===== src/rtl/ltm_consts.vh =====
/*
 * Constants for the LIN transceiver mode-control host: timing,
 * state codes and mode codes.
 * Assumes a single 25 MHz clock and is included by bare name.
 */
`ifndef LTM_CONSTS_VH
`define LTM_CONSTS_VH

// ----------------------------------------------------------------
// Timing
// ----------------------------------------------------------------
`define LTM_CLK_PERIOD_NS   40
// Time EN and TXD are held after EN falls, covering the longest
// mode-select window of the device
`define LTM_MSEL_HOLD_NS    10000
// Least time, so round up to whole cycles
`define LTM_MSEL_CYCLES     ((`LTM_MSEL_HOLD_NS + `LTM_CLK_PERIOD_NS - 1) / `LTM_CLK_PERIOD_NS)
`define LTM_CNT_W           9

// ----------------------------------------------------------------
// Controller states
// ----------------------------------------------------------------
`define LTM_ST_W            3
`define LTM_ST_POWERON      3'h0
`define LTM_ST_STANDBY      3'h1
`define LTM_ST_NORMAL       3'h2
`define LTM_ST_MSEL         3'h3
`define LTM_ST_SLEEP        3'h4

// ----------------------------------------------------------------
// Mode codes shown to the user
// ----------------------------------------------------------------
`define LTM_MODE_POWERON    2'h0
`define LTM_MODE_STANDBY    2'h1
`define LTM_MODE_NORMAL     2'h2
`define LTM_MODE_SLEEP      2'h3

`endif


===== src/rtl/ltm_host.v =====
/*
 * Host-side controller for a LIN transceiver with integrated regulator.
 * Drives the enable and transmit-data pins, reads receive data and
 * supply-good, and tracks the transceiver's operating mode.
 * Assumes all pin inputs are synchronous to MCLK and that the
 * transceiver follows its documented mode sequence.
 */
`timescale 1ns/100ps
`default_nettype none
`include "ltm_consts.vh"

module ltm_host (
	input  wire       MCLK,
	input  wire       NRST,
	input  wire       REQ_NORMAL,
	input  wire       REQ_STANDBY,
	input  wire       REQ_SLEEP,
	input  wire       TX_DATA,
	input  wire       RXD,
	input  wire       SUPPLY_GOOD,
	output reg        TXD,
	output reg        EN,
	output reg  [1:0] MODE,
	output reg        BUSY,
	output reg        RX_DATA,
	output reg        WAKE,
	output reg        SUPPLY_OK
);

	// ------------------------------------------------------------
	// Mode code for each controller state
	// ------------------------------------------------------------
	function [1:0] mode_of;
		input [`LTM_ST_W-1:0] st;
		begin
			case (st)
			`LTM_ST_STANDBY: mode_of = `LTM_MODE_STANDBY;
			`LTM_ST_NORMAL:  mode_of = `LTM_MODE_NORMAL;
			`LTM_ST_MSEL:    mode_of = `LTM_MODE_NORMAL;
			`LTM_ST_SLEEP:   mode_of = `LTM_MODE_SLEEP;
			default:         mode_of = `LTM_MODE_POWERON;
			endcase
		end
	endfunction

	// Hold length in cycles, cut on purpose to the counter width;
	// the count must stay below 2**LTM_CNT_W or the hold shrinks
	localparam [31:0] MSEL_CYC = `LTM_MSEL_CYCLES;
	localparam [`LTM_CNT_W-1:0] MSEL_LOAD =
		MSEL_CYC[`LTM_CNT_W-1:0];

	// ------------------------------------------------------------
	// State and next-state signals
	// ------------------------------------------------------------
	reg [`LTM_ST_W-1:0]  state_reg;
	reg [`LTM_ST_W-1:0]  state_next;
	reg [`LTM_CNT_W-1:0] cnt_reg;
	reg [`LTM_CNT_W-1:0] cnt_next;
	reg                  txd_next;
	reg                  en_next;
	reg                  armed_reg;
	reg                  armed_next;
	wire                 arming;

	// ------------------------------------------------------------
	// Driver arming
	// ------------------------------------------------------------
	// Normal mode counts as busy until the driver has armed, so
	// requests and data checks wait for a settled supply
	assign arming = (state_next == `LTM_ST_NORMAL) &&
	                !(armed_reg && (state_reg == `LTM_ST_NORMAL));

	// ------------------------------------------------------------
	// Mode sequencing
	// ------------------------------------------------------------
	// Next state, pin levels and select-window count
	always @* begin
		state_next = state_reg;
		cnt_next   = cnt_reg;
		txd_next   = TXD;
		en_next    = EN;
		armed_next = armed_reg;
		case (state_reg)
		`LTM_ST_POWERON: begin
			// Device moves to standby by itself
			en_next  = 1'b0;
			txd_next = 1'b1;
			if (SUPPLY_GOOD) begin
				state_next = `LTM_ST_STANDBY;
			end
		end
		`LTM_ST_STANDBY: begin
			txd_next = 1'b1;
			if (!SUPPLY_GOOD) begin
				state_next = `LTM_ST_POWERON;
				en_next    = 1'b0;
			end else if (REQ_NORMAL) begin
				// EN raised only with supply good
				en_next    = 1'b1;
				armed_next = 1'b0;
				state_next = `LTM_ST_NORMAL;
			end
		end
		`LTM_ST_NORMAL: begin
			// Recessive until supply-good is back so the driver can
			// arm; after a wake from sleep supply-good lags EN
			// Limitation: if the supply never returns, the host
			// waits here with BUSY high until reset
			if (!armed_reg) begin
				txd_next   = 1'b1;
				armed_next = SUPPLY_GOOD;
			end else begin
				// Passed on as is; a stuck low is cut by the far
				// end's dominant timeout, not here
				txd_next = TX_DATA;
			end
			if (armed_reg && !SUPPLY_GOOD) begin
				en_next    = 1'b0;
				txd_next   = 1'b1;
				state_next = `LTM_ST_POWERON;
			end else if (armed_reg && (REQ_STANDBY || REQ_SLEEP)) begin
				// TXD picks the target; held through window
				en_next    = 1'b0;
				txd_next   = REQ_STANDBY;
				cnt_next   = MSEL_LOAD;
				state_next = `LTM_ST_MSEL;
			end
		end
		`LTM_ST_MSEL: begin
			// Device samples TXD inside this hold
			en_next = 1'b0;
			if (cnt_reg != {`LTM_CNT_W{1'b0}}) begin
				cnt_next = cnt_reg - 1'b1;
			end else begin
				txd_next = 1'b1;
				if (TXD) begin
					state_next = `LTM_ST_STANDBY;
				end else begin
					state_next = `LTM_ST_SLEEP;
				end
			end
		end
		`LTM_ST_SLEEP: begin
			txd_next = 1'b1;
			if (REQ_NORMAL) begin
				// EN raise wakes straight to normal
				en_next    = 1'b1;
				armed_next = 1'b0;
				state_next = `LTM_ST_NORMAL;
			end else if (SUPPLY_GOOD) begin
				// Regulator back without EN: remote wake
				state_next = `LTM_ST_STANDBY;
			end
		end
		default: begin
			en_next    = 1'b0;
			txd_next   = 1'b1;
			state_next = `LTM_ST_POWERON;
		end
		endcase
	end

	// State registers; reset matches device power-on mode
	always @(posedge MCLK or negedge NRST) begin
		if (!NRST) begin
			state_reg <= `LTM_ST_POWERON;
			cnt_reg   <= {`LTM_CNT_W{1'b0}};
			armed_reg <= 1'b0;
			TXD       <= 1'b1;
			EN        <= 1'b0;
		end else begin
			state_reg <= state_next;
			cnt_reg   <= cnt_next;
			armed_reg <= armed_next;
			TXD       <= txd_next;
			EN        <= en_next;
		end
	end

	// ------------------------------------------------------------
	// User-side status
	// ------------------------------------------------------------
	// Registered so every output comes straight from a flip-flop
	always @(posedge MCLK or negedge NRST) begin
		if (!NRST) begin
			MODE      <= `LTM_MODE_POWERON;
			BUSY      <= 1'b1;
			RX_DATA   <= 1'b1;
			WAKE      <= 1'b0;
			SUPPLY_OK <= 1'b0;
		end else begin
			MODE      <= mode_of(state_next);
			BUSY      <= (state_next == `LTM_ST_MSEL) ||
			             (state_next == `LTM_ST_POWERON) ||
			             arming;
			// Bus level only meaningful in normal mode
			RX_DATA   <= (state_reg == `LTM_ST_NORMAL) ? RXD : 1'b1;
			// Low RXD in standby is the wake flag
			WAKE      <= (state_reg == `LTM_ST_STANDBY) && !RXD;
			SUPPLY_OK <= SUPPLY_GOOD;
		end
	end

endmodule // ltm_host

`default_nettype wire


===== config.mk =====
export PLATFORM = sky130hd
export DESIGN_NAME = ltm_host
export DESIGN_NICKNAME = d
export VERILOG_FILES = /design/src/rtl/ltm_host.v
export VERILOG_INCLUDE_DIRS = /design/src /design/src/rtl
export SDC_FILE = /design/constraint.sdc
export NUM_CORES = 1
export LEC_CHECK = 0
export ABC_AREA = 1
export BUFFER_PORTS_ARGS = -buffer_cell sky130_fd_sc_hd__buf_2
export CORE_UTILIZATION = 55
export DETAILED_ROUTE_END_ITERATION = 8
export MAX_ROUTING_LAYER = met4
export PLACE_DENSITY = 0.77
export SLEW_MARGIN = 25
export SYNTH_ARGS = -nofsm -noshare
export SYNTH_HDL_FRONTEND = slang
export SYNTH_SLANG_ARGS = --single-unit

===== constraint.sdc =====
create_clock -name MCLK -period 2.2 [get_ports MCLK]
set_clock_uncertainty 0.2 [all_clocks]
set_input_delay 0.11 -clock MCLK [delete_from_list [all_inputs] [get_ports MCLK]]
set_output_delay 0.11 -clock MCLK [all_outputs]
set_load 0.02 [all_outputs]

==> impl_results.md, run 1 <==
* Register area share after synthesis at 45.3%
* CP Capture Type: register
* Min Clock Period, post-route at 2.05 ns
* DP Wirelength at 1.80 mm
* Post-synth top area share at 38.6%
* Post-Syn Area at 1170 sq um
* Mux cell area share after synthesis at 0%
* CTS Buf Count at 3
* Chip width at 48.1 um
* Final Hold Fails at 0
* CTS H-Tree Depth at 1
* Slew Viols, Final at 0
* Area of the multi-input gates at 548 sq um
* Reg-to-reg critical path endpoint: TXD
* Final instance area at 1350 sq um
* Max Cap Viol at 0
* Yosys top cell by area: dfrtp_1
* GP Congestion at 0.909
* CTS sink count at 21
* Largest cells by area after synthesis: dfrtp_1 39%, nor2_1 7.4%, dfstp_2 6.8%
* Adder-Cell Fraction of Synth Area at 2.14%
* Final Util at 68.1%
* Largest register FFs at 9
* Flop2flop setup slack at 0.15 ns
* Largest family of logic cells by synthesized area: simple AND/OR/NAND/NOR gates
* Setup TNS at 0 ns
* Nets at 175
* # Post-CTS Setup Buffers at 0
* Clk slew on worst S/H paths at 0.11 ns
* #FFs+latches synth at 21
* Die Height at 48.1 um
* Dpl cell area at 1260 sq um
* Cells after synthesis at 140
* Iter 0 DRT Violations at 39
* Slew @ Worst Pin at 0.462 ns
* Initial antenna violation count at 0
* RR Startpoint: cnt_reg[0]
* First-pass DRT Iterations at 4
* PwrDens at 1160 nW/um^2
* Core Footprint at 1980 sq um
* Clk root buf: clkbuf_4
* Total number of vias at 993
* Slew margin rel. at 69.2%
* Antenna Cells at 0
* Crit path kind: reg2reg
* Hold Crit Class: in2async
* Crit path DAT at 2.10 ns
* VDD IR max at 0.728 mV
* Startpoint types: register
* Via density per instance at 5.20
* CTS tree: done
* Syn Nets at 150
* Peak fanout along the critical path at 4
* Synth cell types at 24
* First-pass GRT wire length at 3.55 mm
* Gr usage total at 23.1%
* Post-Route WL at 2.33 mm
* PortBufs at 15
* Compound-Gate Fraction of Synth Area at 10.8%
* Drt drc at 0
* Worst Path Required at 2.25 ns
* Layout Area Growth over Synthesis at 15.5%
* Status: finished clean
* Synth warnings at 0
* Share of layout cells above drive strength 1 at 31.7%
* RSZ-0062 raised after global routing: no
* Cell count of the worst reg-to-reg path at 9
* Fmax at 487 MHz
* Starting density of the core at 58.9%
* Clock latency on the worst-skew pair at 0.30 ns
* Post-route ant nets at 0
* Number of global-route vias before repair at 871
* Fillers at 159
* Total gr overflow at 0
* Synth Area in XOR/XNOR at 3.75%
* Final setup fails at 0
* Largest net degree at the start of global routing at 22
* Post-DR wirelength/cell at 12.2 um
* Die area at 2310 sq um
* Reg area at 529 sq um
* Post-route clock period utilization at 93.4%
* Syn_area_per_cell at 8.34 sq um
* I/O Pins at 16
* Leakage dissipation at 0.633 nW
* Cell Rows at 16
* Synth Area in Simple Gates at 30.2%
* Bufs on Longest Clock Path at 2
worst max-delay path by stage:
| stage | slack [ns] | from | to | cells after the start |
|---|---|---|---|---|
| after floorplan | 0.55 | cnt_reg[0] | cnt_reg[3] | 10 |
| after global placement | 0.47 | cnt_reg[0] | BUSY | 10 |
| after detailed placement | 0.42 | cnt_reg[0] | cnt_reg[4] | 11 |
| after CTS | 0.13 | cnt_reg[0] | TXD | 9 |
| after global routing | 0.0002 | cnt_reg[0] | TXD | 9 |
| final | 0.15 | cnt_reg[0] | TXD | 9 |
cell usage after synthesis:
library cell   n
nor2_1        23
xor2_1         5
nand2_4        2
dfrtp_1       18
buf_8          1
clkinv_1       1
o21ai_2        5
a31oi_1        2
inv_2          8
dfstp_2        3
nor2_2         7
or2_2          1
nand3_2        2
nand3_1       13
ha_1           2
nand2_2        3
nor3_1         1
nand2_1       15
nor3_4         1
inv_1         11
o21ai_0        2
o21ai_1        5
a21oi_1        7
nand4_1        2
layout make-up:
class,count,share of cell area (%)
clock buffer,3,1.67
clock inverter,1,0.371
inverter,20,5.57
multi-input combinational,98,40.6
sequential,21,39.2
tap,27,2.50
timing repair buffer,21,10.0
cell usage in the layout, fill, tap and decap left out:
master	count
clkinv_2	1
nor2_2	7
inv_2	9
nand3_1	13
nand4_1	2
dfstp_2	3
o21ai_1	5
nand3_2	2
nor3_4	1
buf_2	15
a31oi_1	2
xor2_1	5
clkinv_1	1
nand2_1	15
dfrtp_1	18
clkbuf_4	3
o21ai_2	5
nor3_1	1
nand2_4	2
dlygate4sd3_1	6
or2_2	1
o21ai_0	2
nor2_1	23
inv_1	10
a21oi_1	7
ha_1	2
nand2_2	3
what timing repair did:
item	in CTS	in global routing
gates resized for setup	0	1
setup endpoints to repair	0	1
hold buffers	6	0
hold endpoints to repair	28	0
where the power goes:
part | internal, mW | switching, mW
Sequential | 0.533 | 0.112
Combinational | 0.252 | 0.481
Clock | 0.0678 | 0.112
logic make-up after synthesis:
family	count (synthesis)
simple gates	70
compound gates	21
buf+inv	21
flops	21
xor+xnor	5
fa+ha+maj	2
layer usage:
metal	track usage (%)	vias to the layer above	share of wire, %	wire length, um
li1	-	500	-	-
met4	5.56	0	0.94	22
met2	40.0	35	52	1220
met3	4.53	5	5.9	137
met5	-	-	0	0
met1	27.4	453	41	958
worst max-delay path: stages (launching register included):
cell	delay (ns)
dfrtp_1	0.42
inv_2	0.09
ha_1	0.16
nand2_1	0.05
nor2_1	0.12
nand2_2	0.11
nand2_4	0.10
nor2_1	0.04
a31oi_1	0.14
dlygate4sd3_1	0.57
metrics by stage:
step	power (mW)	hold slack, ns	cells	worst slack (ns)
3_5_place_dp	1.37	-0.116	181	0.420
2_1_floorplan	1.21	-0.386	140	0.554
4_1_cts	1.56	0.0905	191	0.129
3_3_place_gp	1.34	-0.122	181	0.469
5_1_grt	1.67	0.133	191	0.000234
6_report	1.56	0.0757	191	0.146
(Power assumes the default switching activity.)
==> run 2: changes to the inputs <==
MAX_ROUTING_LAYER = unset   (was met4)
==> run 2 against run 1 <==
Against the previous run: die area unchanged; final cell count is the same; fmax barely moved; via count unchanged; worst setup slack improved by 0.00096 ns; critical path type unchanged.
==> impl_results.md, run 2 (synthesis results as in run 1) <==
* Status: finished clean
* DP Wirelength at 1.69 mm (-6.4%)
* RSZ-0062 raised after global routing: no
* Final Hold Fails at 0 (unchanged)
* Number of global-route vias before repair at 885 (+1.6%)
* Die Height at 48.1 um (unchanged)
* Reg area at 529 sq um (unchanged)
* Commonest non-fill, non-tap cell in the layout: nor2_1
* Via density per instance at 5.20 (unchanged)
* Clock latency on the worst-skew pair at 0.30 ns (about the same)
* Layout Area Growth over Synthesis at 15.4% (about the same)
* Core Footprint at 1980 sq um (unchanged)
* Peak fanout along the critical path at 4 (unchanged)
* Slowest CP cell: dlygate4sd3_1
* Iter 0 DRT Violations at 35 (-10%)
* Crit path DAT at 2.10 ns (about the same)
* Area of the multi-input gates at 548 sq um (unchanged)
* Dpl cell area at 1260 sq um (unchanged)
* Final setup fails at 0 (unchanged)
* Fmax at 487 MHz (about the same)
* Slew margin rel. at 68.9% (-0.32 points)
* Clk root buf: clkbuf_4
* Antenna Cells at 0 (unchanged)
* CTS Buf Count at 3 (unchanged)
* Cell Rows at 16 (unchanged)
* Starting density of the core at 58.9% (unchanged)
* Post-DR wirelength/cell at 12.0 um (-1.9%)
* GP Congestion at 0.890 (-2.1%)
* I/O Pins at 16 (unchanged)
* Gr usage total at 22.8% (-0.30 points)
* Slew Viols, Final at 0 (unchanged)
* VDD IR max at 0.709 mV (-2.6%)
* First-pass DRT Iterations at 4 (unchanged)
* Post-route clock period utilization at 93.3% (about the same)
* CTS tree: done
* Startpoint types: register
* Chip width at 48.1 um (unchanged)
* Max Cap Viol at 0 (unchanged)
* Most used cell, CP: nor2_1
* Critical path's largest stage delay at 0.57 ns (about the same)
* Largest register FFs at 9 (unchanged)
* Total gr overflow at 0 (unchanged)
* Slew @ Worst Pin at 0.466 ns (+0.00475 ns)
* Leakage dissipation at 0.630 nW (-0.43%)
* Die area at 2310 sq um (unchanged)
* First-pass GRT wire length at 3.55 mm (unchanged)
* Worst Path Required at 2.25 ns (about the same)
* Initial antenna violation count at 0 (unchanged)
* Setup WS pre-CTS at 0.426 ns (+0.00598 ns)
* PortBufs at 15 (unchanged)
* PwrDens at 1160 nW/um^2 (about the same)
* Post-Route WL at 2.29 mm (-1.9%)
* Worst Path Buf+Inv at 2 (unchanged)
* Fillers at 164 (+3.1%)
* Total power at 1.56 mW (about the same)
* Post-route ant nets at 0 (unchanged)
* Hold Crit Class: in2async
* Setup TNS at 0 ns (unchanged)
* Crit path kind: reg2reg
* Worst path top cell family by delay: buffers and inverters
* CTS H-Tree Depth at 1 (unchanged)
* Total number of vias at 993 (unchanged)
* Largest net degree at the start of global routing at 22 (unchanged)
* CTS sink count at 21 (unchanged)
* Bufs on Longest Clock Path at 2 (unchanged)
* Clk slew on worst S/H paths at 0.11 ns (about the same)
* Most frequent cells in the layout: 23 x nor2_1, 18 x dfrtp_1, 15 x nand2_1, 15 x buf_2, 13 x nand3_1
* Share of layout cells above drive strength 1 at 31.1% (-0.61 points)
* Min Clock Period, post-route at 2.05 ns (-0.000963 ns)
* Nets at 175 (unchanged)
* Drt drc at 0 (unchanged)
* CP Capture Type: register
* # Post-CTS Setup Buffers at 0 (unchanged)
* Final instance area at 1350 sq um (about the same)
* Final Util at 68.0% (about the same)
* Final worst slack at 0.147 ns (+0.000963 ns)
* Worst path cell trace: inv_2 -> ha_1 -> nand2_1 -> nor2_1 -> nand2_2 -> nand2_4 -> nor2_1 -> a31oi_1 -> dlygate4sd3_1
run 2: final cells by class:
class / instances / area share (%)
Clock buffer: 4 / 1.95
Inverter: 20 / 5.57
Multi-Input combinational cell: 98 / 40.7
Sequential cell: 21 / 39.3
Tap cell: 27 / 2.51
Timing Repair Buffer: 21 / 10.0
run 2: final timing paths:
path	cells past startpoint	slack, ns	endpoint	from
setup / recovery	9	0.15	TXD	cnt_reg[0]
min in group MCLK	6	0.21	EN	REQ_SLEEP
setup reg to reg	9	0.15	TXD	cnt_reg[0]
max in group asynchronous	2	1.37	BUSY	NRST
hold reg to reg	1	0.30	cnt_reg[0]	cnt_reg[0]
hold / removal	2	0.08	WAKE	NRST
run 2: metal layers:
metal | up-vias | track usage, % | share of wire, %
met5 | - | 0 | 0
li1 | 501 | - | -
met1 | 455 | 29.0 | 45
met2 | 33 | 37.6 | 50
met3 | 4 | 3.40 | 4.5
met4 | 0 | 11.7 | 1.3
run 2: where the power goes:
| part | switching (mW) | leakage (nW) | internal [mW] |
|---|---|---|---|
| clock network | 0.111 | 0.0150 | 0.0706 |
| logic | 0.473 | 0.363 | 0.253 |
| registers | 0.116 | 0.252 | 0.533 |
| total | 0.700 | 0.630 | 0.857 |
run 2: repair_timing:
action / 4_1_cts / 5_1_grt
endpoints found under the setup margin: 0 / 1
hold buffers: 6 / 0
endpoints found under the hold margin: 28 / 0
resized for setup: 0 / 1
run 2: per-stage QoR:
| step | hold WS (ns) | instances |
|---|---|---|
| final | 0.0795 | 191 |
| after global routing | 0.132 | 191 |
| after CTS | 0.0941 | 191 |
| after detailed placement | -0.109 | 181 |
| after global placement | -0.112 | 181 |
| after floorplan | -0.386 | 140 |
